### src/pkg/path_alarm_pkg.sv
package path_alarm_pkg;

    // ****************************************
    // Register map
    // ****************************************
    localparam int ADDR_WIDTH = 8;
    localparam int DATA_WIDTH = 8;
    localparam logic [7:0] BASE_OFFSET = 8'h10;
    localparam logic [7:0] STATUS_CTRL_OFFSET = 8'h10;
    localparam logic [7:0] ALARM_IRQ_STATUS_OFFSET = 8'h11;
    localparam logic [7:0] POINTER_IRQ_STATUS_OFFSET = 8'h12;
    localparam logic [7:0] ALARM_IRQ_ENABLE_OFFSET = 8'h13;
    localparam logic [7:0] POINTER_IRQ_ENABLE_OFFSET = 8'h14;
    localparam logic [7:0] ENABLE_RESET = 8'h00;
    localparam logic [7:0] READ_UNMAPPED = 8'h00;

    // ****************************************
    // Field positions
    // ****************************************
    localparam int NEW_POINTER_EN_BIT = 0;
    localparam int NEW_POINTER_FLAG_BIT = 1;
    localparam int CTRL_RESERVED_BIT = 7;
    localparam int ALARM_STATE_LSB = 2;
    localparam int ALARM_STATE_COUNT = 5;
    localparam int EVENT_COUNT = 8;

    // ****************************************
    // Receive-side events and bus request
    // ****************************************
    typedef struct packed {
        logic concat_pointer_loss_state;
        logic pointer_loss_state;
        logic concat_alarm_sig_state;
        logic path_alarm_sig_state;
        logic far_rx_fail_state;
    } alarm_state_type;

    typedef struct packed {
        logic illegal_justify;
        logic concat_indicator_err;
        logic offset_jump;
        logic bad_new_data_flag;
        logic reserved;
        logic neg_justify;
        logic pos_justify;
        logic new_data_flag;
    } pointer_event_type;

    typedef struct packed {
        logic new_pointer;
        logic far_block_err;
        logic parity_err;
    } error_event_type;

    typedef struct packed {
        logic [ADDR_WIDTH-1:0] addr;
        logic [DATA_WIDTH-1:0] wdata;
        logic write;
        logic read;
    } bus_req_type;

endpackage : path_alarm_pkg

### src/hdl/path_alarm_irq.sv
`timescale 1ns/1ps
module path_alarm_irq #(
    parameter logic [7:0] BASE = path_alarm_pkg::BASE_OFFSET
) (
    input wire logic clk_i,
    input wire logic rst_i,
    input wire path_alarm_pkg::bus_req_type bus_i,
    output logic [path_alarm_pkg::DATA_WIDTH-1:0] rdata_o,
    input wire path_alarm_pkg::alarm_state_type alarm_state_i,
    input wire path_alarm_pkg::error_event_type error_event_i,
    input wire path_alarm_pkg::pointer_event_type pointer_event_i,
    input wire logic concat_mode_i,
    output logic irq_out_n_o,
    output logic irq_summary_o
);
    import path_alarm_pkg::*;

    // ****************************************
    // State
    // ****************************************
    alarm_state_type alarm_state;
    alarm_state_type alarm_prev;
    alarm_state_type change_flag;
    logic far_block_err_flag;
    logic parity_err_flag;
    logic new_pointer_flag;
    logic new_pointer_irq_en;
    logic ctrl_reserved;
    logic [7:0] path_alarm_irq_enable;
    logic [7:0] pointer_event_irq_enable;
    pointer_event_type pointer_flags;
    logic [7:0] rdata;
    logic irq_out_n;
    logic irq_summary;

    alarm_state_type next_alarm_state;
    alarm_state_type next_alarm_prev;
    alarm_state_type next_change_flag;
    logic next_far_block_err_flag;
    logic next_parity_err_flag;
    logic next_new_pointer_flag;
    logic next_new_pointer_irq_en;
    logic next_ctrl_reserved;
    logic [7:0] next_path_alarm_irq_enable;
    logic [7:0] next_pointer_event_irq_enable;
    pointer_event_type next_pointer_flags;
    logic [7:0] next_rdata;
    logic next_irq_out_n;
    logic next_irq_summary;

    logic rd_ctrl;
    logic rd_alarm;
    logic rd_pointer;
    logic [7:0] alarm_status_word;
    logic [7:0] pointer_status_word;
    logic pending;
    logic rd_alarm_en;
    logic rd_pointer_en;
    logic wr_ctrl;
    logic wr_alarm_en;
    logic wr_pointer_en;
    logic ctrl_pending;
    logic alarm_pending;
    logic pointer_pending;

    // ****************************************
    // Helpers
    // ****************************************
    function automatic logic hit(input logic [7:0] addr, input logic [7:0] offset);
        hit = (addr == (BASE + offset - BASE_OFFSET));
    endfunction : hit

    // Set wins over read-clear
    function automatic logic sticky(input logic flag, input logic clr, input logic set);
        sticky = set | (flag & ~clr);
    endfunction : sticky

    // Vector form for the alarm change flags
    function automatic logic [ALARM_STATE_COUNT-1:0] sticky_vec5(
        input logic [ALARM_STATE_COUNT-1:0] flag,
        input logic clr,
        input logic [ALARM_STATE_COUNT-1:0] set
    );
        sticky_vec5 = set | (flag & {ALARM_STATE_COUNT{~clr}});
    endfunction : sticky_vec5

    // Alarm status layout, reserved bit reads zero
    function automatic logic [7:0] alarm_word(
        input alarm_state_type change,
        input logic parity,
        input logic far_block
    );
        alarm_word = {1'b0, change, parity, far_block};
    endfunction : alarm_word

    // ****************************************
    // Bus decode
    // ****************************************
    always_comb begin
        rd_ctrl = bus_i.read & hit(bus_i.addr, STATUS_CTRL_OFFSET);
        rd_alarm = bus_i.read & hit(bus_i.addr, ALARM_IRQ_STATUS_OFFSET);
        rd_pointer = bus_i.read & hit(bus_i.addr, POINTER_IRQ_STATUS_OFFSET);
        rd_alarm_en = bus_i.read & hit(bus_i.addr, ALARM_IRQ_ENABLE_OFFSET);
        rd_pointer_en = bus_i.read & hit(bus_i.addr, POINTER_IRQ_ENABLE_OFFSET);
        wr_ctrl = bus_i.write & hit(bus_i.addr, STATUS_CTRL_OFFSET);
        wr_alarm_en = bus_i.write & hit(bus_i.addr, ALARM_IRQ_ENABLE_OFFSET);
        wr_pointer_en = bus_i.write & hit(bus_i.addr, POINTER_IRQ_ENABLE_OFFSET);
    end

    // ****************************************
    // Alarm levels
    // ****************************************
    always_comb begin
        // Same clock domain, so no synchroniser
        next_alarm_state = alarm_state_i;
        next_alarm_prev = alarm_state;
    end

    always_ff @(posedge clk_i) begin
        if (rst_i) begin
            alarm_state <= '0;
            alarm_prev <= '0;
        end else begin
            alarm_state <= next_alarm_state;
            alarm_prev <= next_alarm_prev;
        end
    end

    // ****************************************
    // Alarm interrupt status
    // ****************************************
    always_comb begin
        next_change_flag = alarm_state_type'(sticky_vec5(change_flag, rd_alarm,
            alarm_state ^ alarm_prev));
        next_far_block_err_flag = sticky(far_block_err_flag, rd_alarm,
            error_event_i.far_block_err);
        next_parity_err_flag = sticky(parity_err_flag, rd_alarm,
            error_event_i.parity_err);
    end

    always_ff @(posedge clk_i) begin
        if (rst_i) begin
            change_flag <= '0;
            far_block_err_flag <= 1'b0;
            parity_err_flag <= 1'b0;
        end else begin
            change_flag <= next_change_flag;
            far_block_err_flag <= next_far_block_err_flag;
            parity_err_flag <= next_parity_err_flag;
        end
    end

    // ****************************************
    // Status and control register
    // ****************************************
    always_comb begin
        next_new_pointer_flag = sticky(new_pointer_flag, rd_ctrl,
            error_event_i.new_pointer);
        next_new_pointer_irq_en = new_pointer_irq_en;
        next_ctrl_reserved = ctrl_reserved;
        if (wr_ctrl) begin
            next_new_pointer_irq_en = bus_i.wdata[NEW_POINTER_EN_BIT];
            next_ctrl_reserved = bus_i.wdata[CTRL_RESERVED_BIT];
        end
    end

    always_ff @(posedge clk_i) begin
        if (rst_i) begin
            new_pointer_flag <= 1'b0;
            new_pointer_irq_en <= 1'b0;
            ctrl_reserved <= 1'b0;
        end else begin
            new_pointer_flag <= next_new_pointer_flag;
            new_pointer_irq_en <= next_new_pointer_irq_en;
            ctrl_reserved <= next_ctrl_reserved;
        end
    end

    // ****************************************
    // Pointer interrupt status
    // ****************************************
    always_comb begin
        next_pointer_flags = pointer_flags;
        next_pointer_flags.new_data_flag = sticky(pointer_flags.new_data_flag, rd_pointer,
            pointer_event_i.new_data_flag);
        next_pointer_flags.pos_justify = sticky(pointer_flags.pos_justify, rd_pointer,
            pointer_event_i.pos_justify);
        next_pointer_flags.neg_justify = sticky(pointer_flags.neg_justify, rd_pointer,
            pointer_event_i.neg_justify);
        next_pointer_flags.reserved = 1'b0;
        next_pointer_flags.bad_new_data_flag = sticky(pointer_flags.bad_new_data_flag,
            rd_pointer, pointer_event_i.bad_new_data_flag);
        next_pointer_flags.offset_jump = sticky(pointer_flags.offset_jump, rd_pointer,
            pointer_event_i.offset_jump);
        next_pointer_flags.concat_indicator_err = sticky(pointer_flags.concat_indicator_err,
            rd_pointer, pointer_event_i.concat_indicator_err & concat_mode_i);
        next_pointer_flags.illegal_justify = sticky(pointer_flags.illegal_justify,
            rd_pointer, pointer_event_i.illegal_justify);
    end

    always_ff @(posedge clk_i) begin
        if (rst_i) begin
            pointer_flags <= '0;
        end else begin
            pointer_flags <= next_pointer_flags;
        end
    end

    // ****************************************
    // Interrupt enables
    // ****************************************
    always_comb begin
        next_path_alarm_irq_enable = path_alarm_irq_enable;
        next_pointer_event_irq_enable = pointer_event_irq_enable;
        if (wr_alarm_en) begin
            next_path_alarm_irq_enable = bus_i.wdata;
        end
        if (wr_pointer_en) begin
            next_pointer_event_irq_enable = bus_i.wdata;
        end
    end

    always_ff @(posedge clk_i) begin
        if (rst_i) begin
            path_alarm_irq_enable <= ENABLE_RESET;
            pointer_event_irq_enable <= ENABLE_RESET;
        end else begin
            path_alarm_irq_enable <= next_path_alarm_irq_enable;
            pointer_event_irq_enable <= next_pointer_event_irq_enable;
        end
    end

    // ****************************************
    // Read data
    // ****************************************
    always_comb begin
        // Status words as seen by software
        alarm_status_word = alarm_word(change_flag, parity_err_flag,
            far_block_err_flag);
        pointer_status_word = pointer_flags;
        next_rdata = READ_UNMAPPED;
        if (rd_ctrl) begin
            next_rdata = {ctrl_reserved, alarm_state, new_pointer_flag, new_pointer_irq_en};
        end else if (rd_alarm) begin
            next_rdata = alarm_status_word;
        end else if (rd_pointer) begin
            next_rdata = pointer_status_word;
        end else if (rd_alarm_en) begin
            next_rdata = path_alarm_irq_enable;
        end else if (rd_pointer_en) begin
            next_rdata = pointer_event_irq_enable;
        end else begin
            next_rdata = READ_UNMAPPED;
        end
    end

    always_ff @(posedge clk_i) begin
        if (rst_i) begin
            rdata <= READ_UNMAPPED;
        end else begin
            rdata <= next_rdata;
        end
    end

    // ****************************************
    // Interrupt output
    // ****************************************
    always_comb begin
        // From the flag values that will stand after this edge
        ctrl_pending = next_new_pointer_flag & next_new_pointer_irq_en;
        alarm_pending = |(alarm_word(next_change_flag, next_parity_err_flag,
            next_far_block_err_flag) & next_path_alarm_irq_enable);
        pointer_pending = |(next_pointer_flags & next_pointer_event_irq_enable);
        pending = ctrl_pending | alarm_pending | pointer_pending;
        next_irq_out_n = ~pending;
        next_irq_summary = pending;
    end

    always_ff @(posedge clk_i) begin
        if (rst_i) begin
            irq_out_n <= 1'b1;
            irq_summary <= 1'b0;
        end else begin
            irq_out_n <= next_irq_out_n;
            irq_summary <= next_irq_summary;
        end
    end

    // ****************************************
    // Outputs
    // ****************************************
    assign rdata_o = rdata;
    assign irq_out_n_o = irq_out_n;
    assign irq_summary_o = irq_summary;

endmodule : path_alarm_irq

### config.mk
export PLATFORM = sky130hd
export DESIGN_NAME = path_alarm_irq
export DESIGN_NICKNAME = d
export VERILOG_FILES = /design/src/pkg/path_alarm_pkg.sv /design/src/hdl/path_alarm_irq.sv
export SDC_FILE = /design/constraint.sdc
export NUM_CORES = 1
export LEC_CHECK = 0
export BUFFER_PORTS_ARGS = -buffer_cell sky130_fd_sc_hd__buf_2
export CAP_MARGIN = 20
export CORE_ASPECT_RATIO = 0.5
export CORE_MARGIN = 4
export CORE_UTILIZATION = 30
export DETAILED_ROUTE_END_ITERATION = 12
export PLACE_DENSITY = 0.57
export SLEW_MARGIN = 20
export SYNTH_ARGS = -nofsm -noshare
export SYNTH_HDL_FRONTEND = slang
export SYNTH_SLANG_ARGS = --single-unit
export TNS_END_PERCENT = 10
### constraint.sdc
create_clock -name clk_i -period 6 [get_ports clk_i]
set_input_delay 0.9 -clock clk_i [delete_from_list [all_inputs] [get_ports clk_i]]
set_output_delay 0.9 -clock clk_i [all_outputs]
set_load 0.005 [all_outputs]
; ---- Yosys cells after proc, flatten, opt, wreduce, memory -nomap -nowiden
; Cells that the tools add are included.
[word_totals]
register_bits = 54
inputBits = 37
out_inout_bits = 10
word_cells = 89
[classes]
n_eq_ne = 5
mux = 8
bitwise = 41
reduce_logical = 2
[op_table]
columns = op, n
row1 = two-way mux 8 bit, 7
row2 = equality test 8 x 5 -> 1 bit (second input constant), 5
row3 = AND 1 bit, 20
row4 = OR reduction 8 bit, 2
row5 = bitwise OR 1 bit, 12
row6 = AND 7 x 8 -> 8 bit, 1
row7 = AND 8 bit, 1
row8 = AND 5 bit, 1
row9 = bitwise OR 5 bit, 1
row10 = bitwise XOR 5 bit, 1
row11 = inverter 1 bit, 4
row12 = two-way mux 1 bit, 1

; ---- Logic depth before layout (Yosys ltp)
; Gate-level depths: netlist of run 1.
[depth]
depth_word = 10
depth_mapped = 8
ltp_nobuf = 6

; ---- Worst setup path before layout of run 1
; No wires, ideal clock.
[synth_path]
path_kind = in2reg
start = input bus_i[11] (netlist name)
end = register irq_summary, in the netlist irq_summary_o
setup_time_ps = 127
t_arrival_ps = 2834
required_time_ps = 5873
slack_ps = 3039
path_stages = 7
n_path_buf = 1
cell_sequence = buf_6 -> or4_4 -> or4_4 -> mux2_4 -> a222oi_1 -> nand4_1 -> nor2b_4
[synth_between]
elab_chain_cells = 9
elab_cells_between_ends = 46
classes_between = eq/ne (5) / mux (3) / bitwise (36) / reduce/logical (2)
[synth_lines]
columns = item, line
row1 = from (decl), path_alarm_irq.sv:7  ; input wire path_alarm_pkg::bus_req_type bus_i,
row2 = equality test 8 x 5 -> 1 bit, path_alarm_irq.sv:70  ; hit = (addr == (BASE + offset - BASE_OFFSET));
row3 = AND 1 bit, path_alarm_irq.sv:101  ; rd_alarm = bus_i.read & hit(bus_i.addr, ALARM_IRQ_STATUS_OFFSET);
row4 = inverter 1 bit, "path_alarm_irq.sv:75, path_alarm_irq.sv:84"
row5 = AND 1 bit / AND 5 bit (equally long branches), "path_alarm_irq.sv:75, path_alarm_irq.sv:84"
row6 = bitwise OR 1 bit / bitwise OR 5 bit (equally long branches), "path_alarm_irq.sv:75, path_alarm_irq.sv:84"
row7 = AND 7 x 8 -> 8 bit, path_alarm_irq.sv:272  ; next_far_block_err_flag) & next_path_alarm_irq_enable);
row8 = OR reduction 8 bit, path_alarm_irq.sv:271  ; alarm_pending = |(alarm_word(next_change_flag, next_parity_err_flag,
row9 = bitwise OR 1 bit, path_alarm_irq.sv:274  ; pending = ctrl_pending | alarm_pending | pointer_pending;
row10 = bitwise OR 1 bit (*), path_alarm_irq.sv:274
row11 = to (signal assigned), path_alarm_irq.sv:285  ; irq_summary <= next_irq_summary;
row12 = to (decl), path_alarm_irq.sv:34  ; logic irq_summary;
; Mark *: on every way between the ends. The rest lies on a longest branch, timed or not.
; A chain may end at the register's enable or synchronous reset.

; ---- Worst setup path after layout of run 1
[layout_path]
start = input bus_i[17] (netlist name)
end = register irq_summary, in the netlist irq_summary_o
; The elaborated chain is that of the path after synthesis.

==> results of run 1 <==
placed cells by master (no fill, tap or decap), types with 3 or more instances in the layout:
cell type / netlist / final
sky130_fd_sc_hd__buf_2: 0 / 45
sky130_fd_sc_hd__nand4_1: 10 / 10
sky130_fd_sc_hd__clkbuf_16: 0 / 5
sky130_fd_sc_hd__inv_1: 6 / 6
sky130_fd_sc_hd__mux2_2: 5 / 5
sky130_fd_sc_hd__xnor2_1: 5 / 5
sky130_fd_sc_hd__nor3_1: 5 / 4
sky130_fd_sc_hd__mux2i_1: 3 / 3
sky130_fd_sc_hd__a22oi_1: 14 / 14
sky130_fd_sc_hd__a21oi_1: 26 / 26
sky130_fd_sc_hd__a21o_1: 4 / 4
sky130_fd_sc_hd__a222oi_1: 8 / 8
sky130_fd_sc_hd__o31ai_1: 18 / 18
sky130_fd_sc_hd__dfxtp_1: 53 / 53
sky130_fd_sc_hd__nor2b_1: 22 / 22
sky130_fd_sc_hd__nor2_1: 8 / 8
sky130_fd_sc_hd__nand2_1: 4 / 4
stage by stage:
step                      cells  total power [W]  hold slack, ns
final                       369         0.000722           0.465
after global placement      361         0.000431           0.447
after detailed placement    361         0.000433           0.459
after floorplan             234         0.000410           0.432
after CTS                   369         0.000727           0.470
after global routing        369         0.000750           0.503
worst reg2reg max path, stage by stage (launching register included):
cell	delay, ns
sky130_fd_sc_hd__dfxtp_1	0.33
sky130_fd_sc_hd__xnor2_1	0.27
sky130_fd_sc_hd__a22oi_1	0.15
sky130_fd_sc_hd__a2111oi_0	0.44
sky130_fd_sc_hd__nand4_1	0.21
sky130_fd_sc_hd__nor2b_4	0.18
layer usage:
| layer | track usage (%) | vias up | wire length (um) |
|---|---|---|---|
| li1 | - | 970 | - |
| met1 | 20.4 | 989 | 3100 |
| met2 | 20.9 | 95 | 2820 |
| met3 | 3.41 | 6 | 571 |
| met4 | 3.49 | 0 | 56 |
| met5 | 0 | - | 0 |
final timing paths:
path / start / endpoint / slack (ns)
max: bus_i[17] / irq_summary_o / 2.57
min: ctrl_reserved / rdata_o[7] / 0.47
max reg2reg: alarm_state[1] / irq_summary_o / 4.29
min reg2reg: ctrl_reserved / rdata_o[7] / 0.47
cells by family (layout without fill, tap and decap cells):
logic type             after synthesis  in the layout  synth area share, %
flip-flops                          53             53                 46.5
XOR/XNOR                             5              5                 1.92
AND/OR/NAND/NOR                     69             69                 19.6
buffers and inverters               21             60                 3.78
AO/OA/AOI/OAI                       77             77                 23.7
multiplexers                         9              9                 4.44
area by class of cell:
class | instances | area share [%]
Sequential cell | 53 | 38.9
Multi-Input combinational cell | 160 | 41.8
Timing Repair Buffer | 46 | 8.53
Inverter | 6 | 0.825
Clock inverter | 2 | 0.504
Clock buffer | 6 | 5.09
Tap cell | 96 | 4.40
flip-flops by register name, indices dropped and copies added, names as in the netlist, 5 cells and up:
| name | flops |
|---|---|
| pointer_event_irq_enable | 8 |
| alarm_prev | 5 |
| alarm_status_word | 5 |
| alarm_state | 5 |
| pointer_flags | 7 |
| rdata_o | 8 |
| path_alarm_irq_enable | 8 |
power by group through the flow:
stage	Clock, W	Sequential, W	Combinational, W
after floorplan	0	0.000376	0.0000341
after global placement	0	0.000377	0.0000541
after detailed placement	0	0.000378	0.0000556
after CTS	0.000302	0.000370	0.0000560
after global routing	0.000317	0.000371	0.0000622
final	0.000296	0.000370	0.0000561
==> results by group, run 1 <==
Final layout
  – Share of post-route cells with drive strength above 1: 24.9%
  – Fill cell instance count of the final layout: 750
  – Area of all placed cells without fillers: 2730 um^2
  – Final layout net count: 309
  – Area added between synthesis and finish: 19.6%
  – Core occupancy in the finished layout: 37.1%
  – Register cell area after layout: 1060 um^2
  – Multi-input logic area: 1140 um^2
  – Antenna cell count: 0

Pwr
  – Combinational fraction of design power: 7.8%
  – Part of the power in the clock network: 41.0%
  – Reg power frac: 51.2%
  – P_sw: 0.000170 W
  – Cell internal power dissipation: 0.000552 W
  – Switching power share of the total: 23.5%
  – Leakage dissipation: 1.05 nW
  – Maximum vdd ir drop: 165 uV
  – Pwr per Cell Area: 265 nW/um^2

Logic synthesis
  – Top cell type by total area after synthesis: sky130_fd_sc_hd__dfxtp_1
  – Mean instance size in the synthesized netlist: 9.75 um^2
  – Syn nets: 271
  – Synthesis warning total: 0
  – Sequential area share after synthesis: 46.5%
  – Synthesized flop and latch total: 53
  – Area of the mapped netlist: 2280 um^2
  – Mapped Cells: 234
  – Share of the synthesized area in the top cell type: 46.5%
  – Async set-or-reset flop fraction in the synthesized netlist: 0%
  – Top area cells in the synthesized netlist: sky130_fd_sc_hd__dfxtp_1 46%, sky130_fd_sc_hd__nor2b_1 6.0%, sky130_fd_sc_hd__o31ai_1 5.9%
  – Top cell types by occurrence after synthesis: 53 x sky130_fd_sc_hd__dfxtp_1, 26 x sky130_fd_sc_hd__a21oi_1, 22 x sky130_fd_sc_hd__nor2b_1
  – Number of enable flip-flop cells after synthesis: 0
  – Most frequent cell after synthesis: sky130_fd_sc_hd__dfxtp_1
  – Commonest register cell after synthesis: sky130_fd_sc_hd__dfxtp_1
  – Count of different cell masters after synthesis: 41

Critical path
  – Critical-path maximum fanout: 27
  – CP required: 6.15 ns
  – Worst R2R Path Depth: 5
  – Maximum cell stage delay along the critical path: 0.76 ns
  – Kind of critical path: in2reg
  – CP Depth: 7
  – Cells along the critical path: buf_2, or3b_1, nor3_1, mux2_2, a2111oi_1, nand4_1, nor2b_4
  – Arrival time worst endpoint: 3.58 ns
  – Worst path slowest cell: sky130_fd_sc_hd__or3b_1
  – Dominant delay contributor by cell family on the critical path: simple AND/OR/NAND/NOR gates
  – Kind of start point of the critical path: input port
  – Number of buffers and inverters on the critical path: 1
  – Kind of end point of the critical path: flip-flop

Routing
  – Total vias in the final route: 2060
  – Number of optimization iterations in the first detailed-route pass: 6
  – Number of vias per cell after detailed routing: 5.58
  – Aggregate routed wire length: 6540 um
  – Per-cell routed wire length: 17.7 um
  – First-iteration detailed-routing DRC count: 248
  – Post-detailed-route count of antenna-violating nets: 0
  – DRC viols: 0

Timing
  – Final number of setup-violating endpoints: 0
  – Setup repair after global routing missed its margin: no
  – Hold violation total from the final report: 0
  – Worst Tran Pin Value: 1.01 ns
  – Final Max Tran Viols: 0
  – Total negative slack: 0 ns
  – Final WS setup: 2.57 ns
  – Tmin final: 3.43 ns
  – Fraction of the cycle the final worst path needs: 57.1%
  – Achievable clock frequency: 292 MHz
  – Setup clock skew after layout: 0.00514 ns
  – Worst relative slew slack: 32.9%

Floorplan
  – Die outline height: 69.7 um
  – Starting density of the core: 31.1%
  – Floorplan Core Area: 7350 um^2
  – Ports placed on the boundary: 47
  – Number of core rows: 22
  – Die width: 131 um
  – Total Die Area: 9150 um^2

Global route
  – Grt ovf: 0
  – Combined global-route utilization of all metal layers: 14.1%
  – Via count of the first global-routing pass: 1934
  – Largest net degree at the start of global routing: 54
  – Number of antenna violations at the first check in global routing: 0
  – Global-route wire length before repair: 10300 um

CTS
  – Number of clock buffers inserted by TritonCTS: 5
  – Clock-pin slew on the worst setup and hold paths: 0.07 ns
  – CTS-repair resized insts: 0
  – CTS root buffer: sky130_fd_sc_hd__clkbuf_16
  – TritonCTS clock tree: yes
  – Post-CTS repair timing setup buffer count: 0
  – Clk sinks: 53
  – Max Buffers Root-to-Sink: 2
  – Hold-fix buffers, CTS: 0
  – Source-to-sink clock delay at the later pin of the worst-skew pair: 0.29 ns
  – CTS H-Tree Depth: 2

Placed design
  – Number of port buffers: 45
  – DP Area: 2580 um^2
  – Half-perimeter wire length of the detailed placement result: 4510 um
  – Dpl ws: 2.31 ns
  – RePlAce Congestion: 0.793

Worst hold path
  – Worst min-delay path category: reg2reg
  – Cell depth of the worst hold path: 2

Status
  – Run status: completed

Job
  – Count of maximum capacitance violations: 0
Note: power is estimated with default switching activity, not from simulation.
==> inputs of run 2 (changes only) <==
Settings changed: PLACE_DENSITY 0.57 to 0.59.
Clock period 6 ns to 3 ns, I/O delays scaled along.
==> run 2 against run 1 <==
Effect of this change:
- sequential power grew 100%
- count of clock-buffer cells in the layout stayed put
- worst setup slack lost 2.1 ns
- die area unchanged
- power grew 98%
- via count up 0.53%
- first-iteration DRC count fell by 41%
- flip-flop and latch count did not move
- critical path type unchanged
- clock power is 93% higher
- clock skew grew 0.0016 ns
- highest routed layer unchanged
- largest cell class unchanged
==> results by group, run 2 (same netlist as run 1, synthesis figures left out) <==
Timing
  – Final Max Tran Viols: 0 (unchanged)
  – Fraction of the cycle the final worst path needs: 85.8%
  – Worst Tran Pin Value: 1.00 ns (-0.00520 ns)
  – Achievable clock frequency: 388 MHz
  – Final Hold Slack: 0.362 ns (-0.103 ns)
  – Tmin final: 2.58 ns
  – Hold violation total from the final report: 0 (unchanged)
  – Total negative slack: 0 ns (unchanged)
  – Worst relative slew slack: 33.3% (+0.35 points)
  – Setup repair after global routing missed its margin: no
  – Setup clock skew after layout: 0.00678 ns (+0.00164 ns)
  – Final number of setup-violating endpoints: 0 (unchanged)

Placed design
  – RePlAce Congestion: 0.838 (+5.7%)
  – Half-perimeter wire length of the detailed placement result: 4720 um (+4.6%)
  – Number of port buffers: 45 (unchanged)

Floorplan
  – Floorplan Core Area: 7350 um^2 (unchanged)
  – Total Die Area: 9150 um^2 (unchanged)
  – Die outline height: 69.7 um (unchanged)
  – Starting density of the core: 31.1% (unchanged)
  – Ports placed on the boundary: 47 (unchanged)
  – Number of core rows: 22 (unchanged)
  – Die width: 131 um (unchanged)

Global route
  – Grt ovf: 0 (unchanged)
  – Largest net degree at the start of global routing: 54 (unchanged)
  – Global-route wire length before repair: 10500 um (+2.1%)
  – Via count of the first global-routing pass: 2090 (+8.1%)
  – Combined global-route utilization of all metal layers: 14.3% (+0.26 points)
  – Number of antenna violations at the first check in global routing: 0 (unchanged)

Job
  – Count of maximum capacitance violations: 0 (unchanged)

Routing
  – Number of optimization iterations in the first detailed-route pass: 4 (-2)
  – Aggregate routed wire length: 6530 um (-0.18%)
  – Total vias in the final route: 2071 (+0.53%)
  – First-iteration detailed-routing DRC count: 146 (-41%)
  – Per-cell routed wire length: 16.9 um (-4.6%)
  – Number of vias per cell after detailed routing: 5.37 (-3.9%)
  – DRC viols: 0 (unchanged)
  – Post-detailed-route count of antenna-violating nets: 0 (unchanged)

CTS
  – Source-to-sink clock delay at the later pin of the worst-skew pair: 0.29 ns (about the same)
  – Hold-fix buffers, CTS: 0 (unchanged)
  – CTS-repair resized insts: 0 (unchanged)
  – Clock-pin slew on the worst setup and hold paths: 0.07 ns (about the same)
  – Max Buffers Root-to-Sink: 2 (unchanged)
  – TritonCTS clock tree: yes
  – Clk sinks: 53 (unchanged)
  – Number of clock buffers inserted by TritonCTS: 5 (unchanged)
  – Post-CTS repair timing setup buffer count: 0 (unchanged)
  – CTS root buffer: sky130_fd_sc_hd__clkbuf_16
  – CTS H-Tree Depth: 2 (unchanged)

Status
  – Run status: completed

Critical path
  – R2R setup slack: 1.26 ns (-3.03 ns)
  – Kind of start point of the critical path: input port
  – Kind of end point of the critical path: flip-flop
  – Kind of critical path: in2reg
  – CP required: 3.16 ns (-2.99 ns)
  – Critical-path maximum fanout: 18 (-33%)
  – Arrival time worst endpoint: 2.73 ns (-0.85 ns)

Final layout
  – Antenna cell count: 0 (unchanged)
  – Fill cell instance count of the final layout: 726 (-3.2%)
  – Multi-input logic area: 1130 um^2 (-0.44%)
  – Leading cell type in the layout, fill and taps excluded: sky130_fd_sc_hd__dfxtp_1
  – Register cell area after layout: 1060 um^2 (unchanged)
  – Final layout net count: 326 (+5.5%)
  – Share of post-route cells with drive strength above 1: 28.6% (+3.7 points)
  – Area added between synthesis and finish: 24.6%
  – Leading cell types in the layout, fill and taps excluded: 53 x sky130_fd_sc_hd__dfxtp_1, 45 x sky130_fd_sc_hd__buf_2, 26 x sky130_fd_sc_hd__a21oi_1

Pwr
  – Maximum vdd ir drop: 236 uV (+43%)
  – Pwr per Cell Area: 502 nW/um^2 (+90%)
  – Leakage dissipation: 1.11 nW (+6.5%)

Worst hold path
  – Worst min-delay path category: in2reg
[run 2: cell count changes in the layout (fill, tap and decap cells not counted), sizes merged]
| cell | before | now |
|---|---|---|
| buf | 46 | 63 |
| clkinv | 2 | 0 |
| clkinvlp | 0 | 2 |
[run 2: final cells by class]
class,instances,share of cell area [%]
repair buffers,63,12.7
inverters,6,0.792
multi-input cells,160,39.9
clock inverters,2,0.528
well taps,96,4.23
flip-flops and latches,53,37.3
clock buffers,6,4.53
[run 2: metal layers]
| layer | GRT usage (%) | share of wire, % | vias to the layer above |
|---|---|---|---|
| met2 | 21.8 | 43 | 72 |
| met1 | 18.8 | 47 | 984 |
| met3 | 4.42 | 6.7 | 15 |
| met5 | 0 | 0 | - |
| li1 | - | - | 1000 |
| met4 | 6.17 | 2.6 | 0 |
[run 2: critical path, stage by stage]
cell,delay (ns)
sky130_fd_sc_hd__buf_2,0.11
sky130_fd_sc_hd__or3b_1,0.51
sky130_fd_sc_hd__buf_4,0.27
sky130_fd_sc_hd__o31ai_1,0.32
sky130_fd_sc_hd__a22oi_1,0.14
sky130_fd_sc_hd__a2111oi_1,0.53
sky130_fd_sc_hd__nand4_1,0.22
sky130_fd_sc_hd__nor2b_4,0.17
[run 2: per-stage QoR]
stage               power (W)  util [%]  instance area [um^2]  setup WS (ns)  std cells
detailed placement   0.000873      36.7                  2700          0.120        378
finish                0.00143      38.7                  2840          0.425        386
global placement     0.000869      36.7                  2700          0.155        378
global route          0.00148      38.7                  2840          0.267        386
floorplan            0.000820         -                  2280          0.489        234
CTS                   0.00145      38.7                  2840          0.432        386
[run 2: path summary, 6_finish.rpt]
path                    startpoint             end  depth (start not counted)
setup / recovery         bus_i[17]   irq_summary_o                          8
hold / removal    alarm_state_i[4]  alarm_state[4]                          2
setup reg to reg    alarm_state[1]   irq_summary_o                          6
hold reg to reg      ctrl_reserved      rdata_o[7]                          2
[run 2: report_power, final]
| part | total [W] | switching (W) | internal (W) |
|---|---|---|---|
| Clock | 0.000571 | 0.000261 | 0.000310 |
| Sequential | 0.000739 | 0.0000133 | 0.000726 |
| Combinational | 0.000118 | 0.0000673 | 0.0000504 |
==> inputs of run 3 (changes only) <==
Settings changed: ABC_AREA set to 1, PLACE_DENSITY 0.59 to 0.57.
Clock period 3 ns to 3.2 ns, I/O delays scaled along.
==> run 3 against run 2 <==
Effect of this change:
- critical path depth up 5
- non-clock buffer count decreased by 17
- sequential power shrank 6.2%
- first-iteration DRC count down 15%
- area after synthesis increased by 5.2%
- clock skew barely moved
- utilization decreased by 0.47 points
- die area grew 4.7%
- wire length shrank 13%
- combinational power down 14%
- critical endpoint unchanged
- largest power group unchanged
==> results by group, run 3 <==
Status
  – Run status: completed

Critical path
  – Arrival time worst endpoint: 1.90 ns (-0.83 ns)
  – Cells along the critical path: buf_2, inv_1, nand2_2, nor2_8, nand3_4, nand2_1, o21ai_0, nand2_1, nand2_1, nor2_1, nand2_1, nor2_1, nor2_1
  – Maximum cell stage delay along the critical path: 0.24 ns (-0.29 ns)
  – Kind of end point of the critical path: flip-flop
  – CP required: 3.36 ns (+0.20 ns)
  – Kind of critical path: in2reg
  – Critical-path maximum fanout: 15 (-3)
  – Worst R2R Path Depth: 8 (+2)
  – Kind of start point of the critical path: input port
  – Most prevalent standard cell on the critical path: sky130_fd_sc_hd__nand2_1
  – Worst path slowest cell: sky130_fd_sc_hd__nand3_4

CTS
  – Max Buffers Root-to-Sink: 2 (unchanged)
  – Clock-pin slew on the worst setup and hold paths: 0.07 ns (about the same)
  – CTS H-Tree Depth: 2 (unchanged)
  – CTS-repair resized insts: 0 (unchanged)
  – CTS root buffer: sky130_fd_sc_hd__clkbuf_16
  – Hold-fix buffers, CTS: 0 (unchanged)
  – TritonCTS clock tree: yes
  – Number of clock buffers inserted by TritonCTS: 5 (unchanged)
  – Post-CTS repair timing setup buffer count: 0 (unchanged)
  – Clk sinks: 53 (unchanged)
  – Source-to-sink clock delay at the later pin of the worst-skew pair: 0.30 ns (about the same)

Placed design
  – Half-perimeter wire length of the detailed placement result: 4350 um (-7.7%)
  – RePlAce Congestion: 0.784 (-6.5%)
  – Number of port buffers: 45 (unchanged)

Routing
  – Number of vias per cell after detailed routing: 4.29 (-20%)
  – First-iteration detailed-routing DRC count: 124 (-15%)
  – DRC viols: 0 (unchanged)
  – Post-detailed-route count of antenna-violating nets: 0 (unchanged)
  – Aggregate routed wire length: 5710 um (-13%)
  – Number of optimization iterations in the first detailed-route pass: 4 (unchanged)
  – Total vias in the final route: 2124 (+2.6%)
  – Per-cell routed wire length: 11.5 um (-32%)

Timing
  – Total negative slack: 0 ns (unchanged)
  – Tmin final: 1.74 ns
  – Final Hold Slack: 0.381 ns (+0.0190 ns)
  – Fraction of the cycle the final worst path needs: 54.5%
  – Final number of setup-violating endpoints: 0 (unchanged)
  – Setup repair after global routing missed its margin: no
  – Setup clock skew after layout: 0.00718 ns (+0.000399 ns)
  – Hold violation total from the final report: 0 (unchanged)
  – Worst relative slew slack: 57.8% (+25 points)
  – Achievable clock frequency: 574 MHz
  – Worst Tran Pin Value: 0.633 ns (-0.368 ns)
  – Final Max Tran Viols: 0 (unchanged)

Logic synthesis
  – Top cell type by total area after synthesis: sky130_fd_sc_hd__dfxtp_1
  – Async set-or-reset flop fraction in the synthesized netlist: 0% (unchanged)
  – Synthesis warning total: 0 (unchanged)
  – Commonest register cell after synthesis: sky130_fd_sc_hd__dfxtp_1
  – Count of different cell masters after synthesis: 29 (-29%)
  – Most frequent cell after synthesis: sky130_fd_sc_hd__nand2_1
  – Mean instance size in the synthesized netlist: 7.02 um^2 (-28%)
  – Mapped Cells: 342 (+46%)
  – Top area cells in the synthesized netlist: sky130_fd_sc_hd__dfxtp_1 44%, sky130_fd_sc_hd__nand2_1 15%, sky130_fd_sc_hd__inv_1 8.0%
  – Syn nets: 379 (+40%)
  – Share of the synthesized area in the top cell type: 44.2% (-2.3 points)
  – Area of the mapped netlist: 2400 um^2 (+5.2%)
  – Top cell types by occurrence after synthesis: 95 x sky130_fd_sc_hd__nand2_1, 53 x sky130_fd_sc_hd__dfxtp_1, 51 x sky130_fd_sc_hd__inv_1
  – Number of enable flip-flop cells after synthesis: 0 (unchanged)
  – Synthesized flop and latch total: 53 (unchanged)
  – Sequential area share after synthesis: 44.2% (-2.3 points)

Global route
  – Combined global-route utilization of all metal layers: 12.2% (-2.2 points)
  – Largest net degree at the start of global routing: 36 (-33%)
  – Grt ovf: 0 (unchanged)
  – Number of antenna violations at the first check in global routing: 0 (unchanged)
  – Via count of the first global-routing pass: 1882 (-10%)
  – Busiest layer in global routing: met1
  – Met2 Resource Use GR: 17.5% (-4.3 points)
  – Met1 routing resource usage after global routing: 17.6% (-1.2 points)
  – GR Layer Usage met3: 2.88% (-1.5 points)
  – Global-route wire length before repair: 9200 um (-13%)

Final layout
  – Antenna cell count: 0 (unchanged)
  – Leading cell type in the layout, fill and taps excluded: sky130_fd_sc_hd__nand2_1
  – Share of post-route cells with drive strength above 1: 19.6% (-9.0 points)
  – Register cell area after layout: 1060 um^2 (unchanged)
  – Leading cell types in the layout, fill and taps excluded: 95 x sky130_fd_sc_hd__nand2_1, 53 x sky130_fd_sc_hd__dfxtp_1, 51 x sky130_fd_sc_hd__inv_1
  – Fill cell instance count of the final layout: 824 (+13%)
  – Multi-input logic area: 1090 um^2 (-4.3%)
  – Final layout net count: 423 (+30%)
  – Area added between synthesis and finish: 20.1%

Pwr
  – Maximum vdd ir drop: 182 uV (-23%)
  – Pwr per Cell Area: 473 nW/um^2 (-5.8%)
  – Leakage dissipation: 1.38 nW (+24%)

Floorplan
  – Starting density of the core: 31.8% (+0.77 points)
  – Die outline height: 71.2 um (+2.3%)
  – Number of core rows: 22 (unchanged)
  – Total Die Area: 9580 um^2 (+4.7%)
  – Ports placed on the boundary: 47 (unchanged)
  – Floorplan Core Area: 7540 um^2 (+2.6%)
  – Die width: 134 um (+2.4%)

Job
  – Count of maximum capacitance violations: 0 (unchanged)

Worst hold path
  – Cell depth of the worst hold path: 3 (+1)
  – Worst min-delay path category: in2reg
## run 3: per-stage QoR
step / area, um^2 / cells / power (W) / utilization (%) / worst slack, ns
2_1_floorplan: 2400 / 342 / 0.000770 / - / 1.57
3_3_place_gp: 2730 / 487 / 0.000809 / 36.1 / 1.13
3_5_place_dp: 2730 / 487 / 0.000810 / 36.1 / 1.13
4_1_cts: 2880 / 495 / 0.00138 / 38.2 / 1.44
5_1_grt: 2880 / 495 / 0.00142 / 38.2 / 1.23
6_report: 2880 / 495 / 0.00136 / 38.2 / 1.46
## run 3: cells by family after synthesis
logic type      after synthesis  share of synthesized area [%]
compound gates               57                           13.3
xor+xnor                      5                           1.82
simple gates                162                           30.1
flops                        53                           44.2
buf+inv                      65                           10.5
## run 3: cell type report
| cell class | instances | area share (%) |
|---|---|---|
| Inverter | 56 | 7.29 |
| Clock buffer | 6 | 4.82 |
| Multi-Input combinational cell | 224 | 37.7 |
| Tap cell | 108 | 4.69 |
| Timing Repair Buffer | 46 | 8.08 |
| Sequential cell | 53 | 36.8 |
| Clock inverter | 2 | 0.608 |
## run 3: report_power, final
group	total, W	switching (W)	internal, W
registers	0.000693	0.0000119	0.000681
clock network	0.000569	0.000253	0.000316
logic	0.000102	0.0000619	0.0000400
total	0.00136	0.000327	0.00104
## run 3: path summary, 6_finish.rpt
kind / endpoint / startpoint / slack (ns)
worst max-delay path: irq_summary_o / bus_i[15] / 1.46
worst min-delay path: alarm_state[0] / alarm_state_i[0] / 0.38
worst max register to register: irq_summary_o / alarm_state[0] / 1.96
worst min register to register: ctrl_reserved / ctrl_reserved / 0.45
## run 3: routing by layer
layer  part of all wire (%)  wire [um]  up-vias
met1                     53       3030      915
li1                       -          -     1159
met2                     41       2340       42
met3                    4.5        257        8
met4                    1.5         87        0
met5                      0          0        -
## run 3: critical path: cells and delay by family
kind | cells | cell delay, ns
buf+inv | 2 | 0.17
simple gates | 10 | 1.14
compound gates | 1 | 0.12
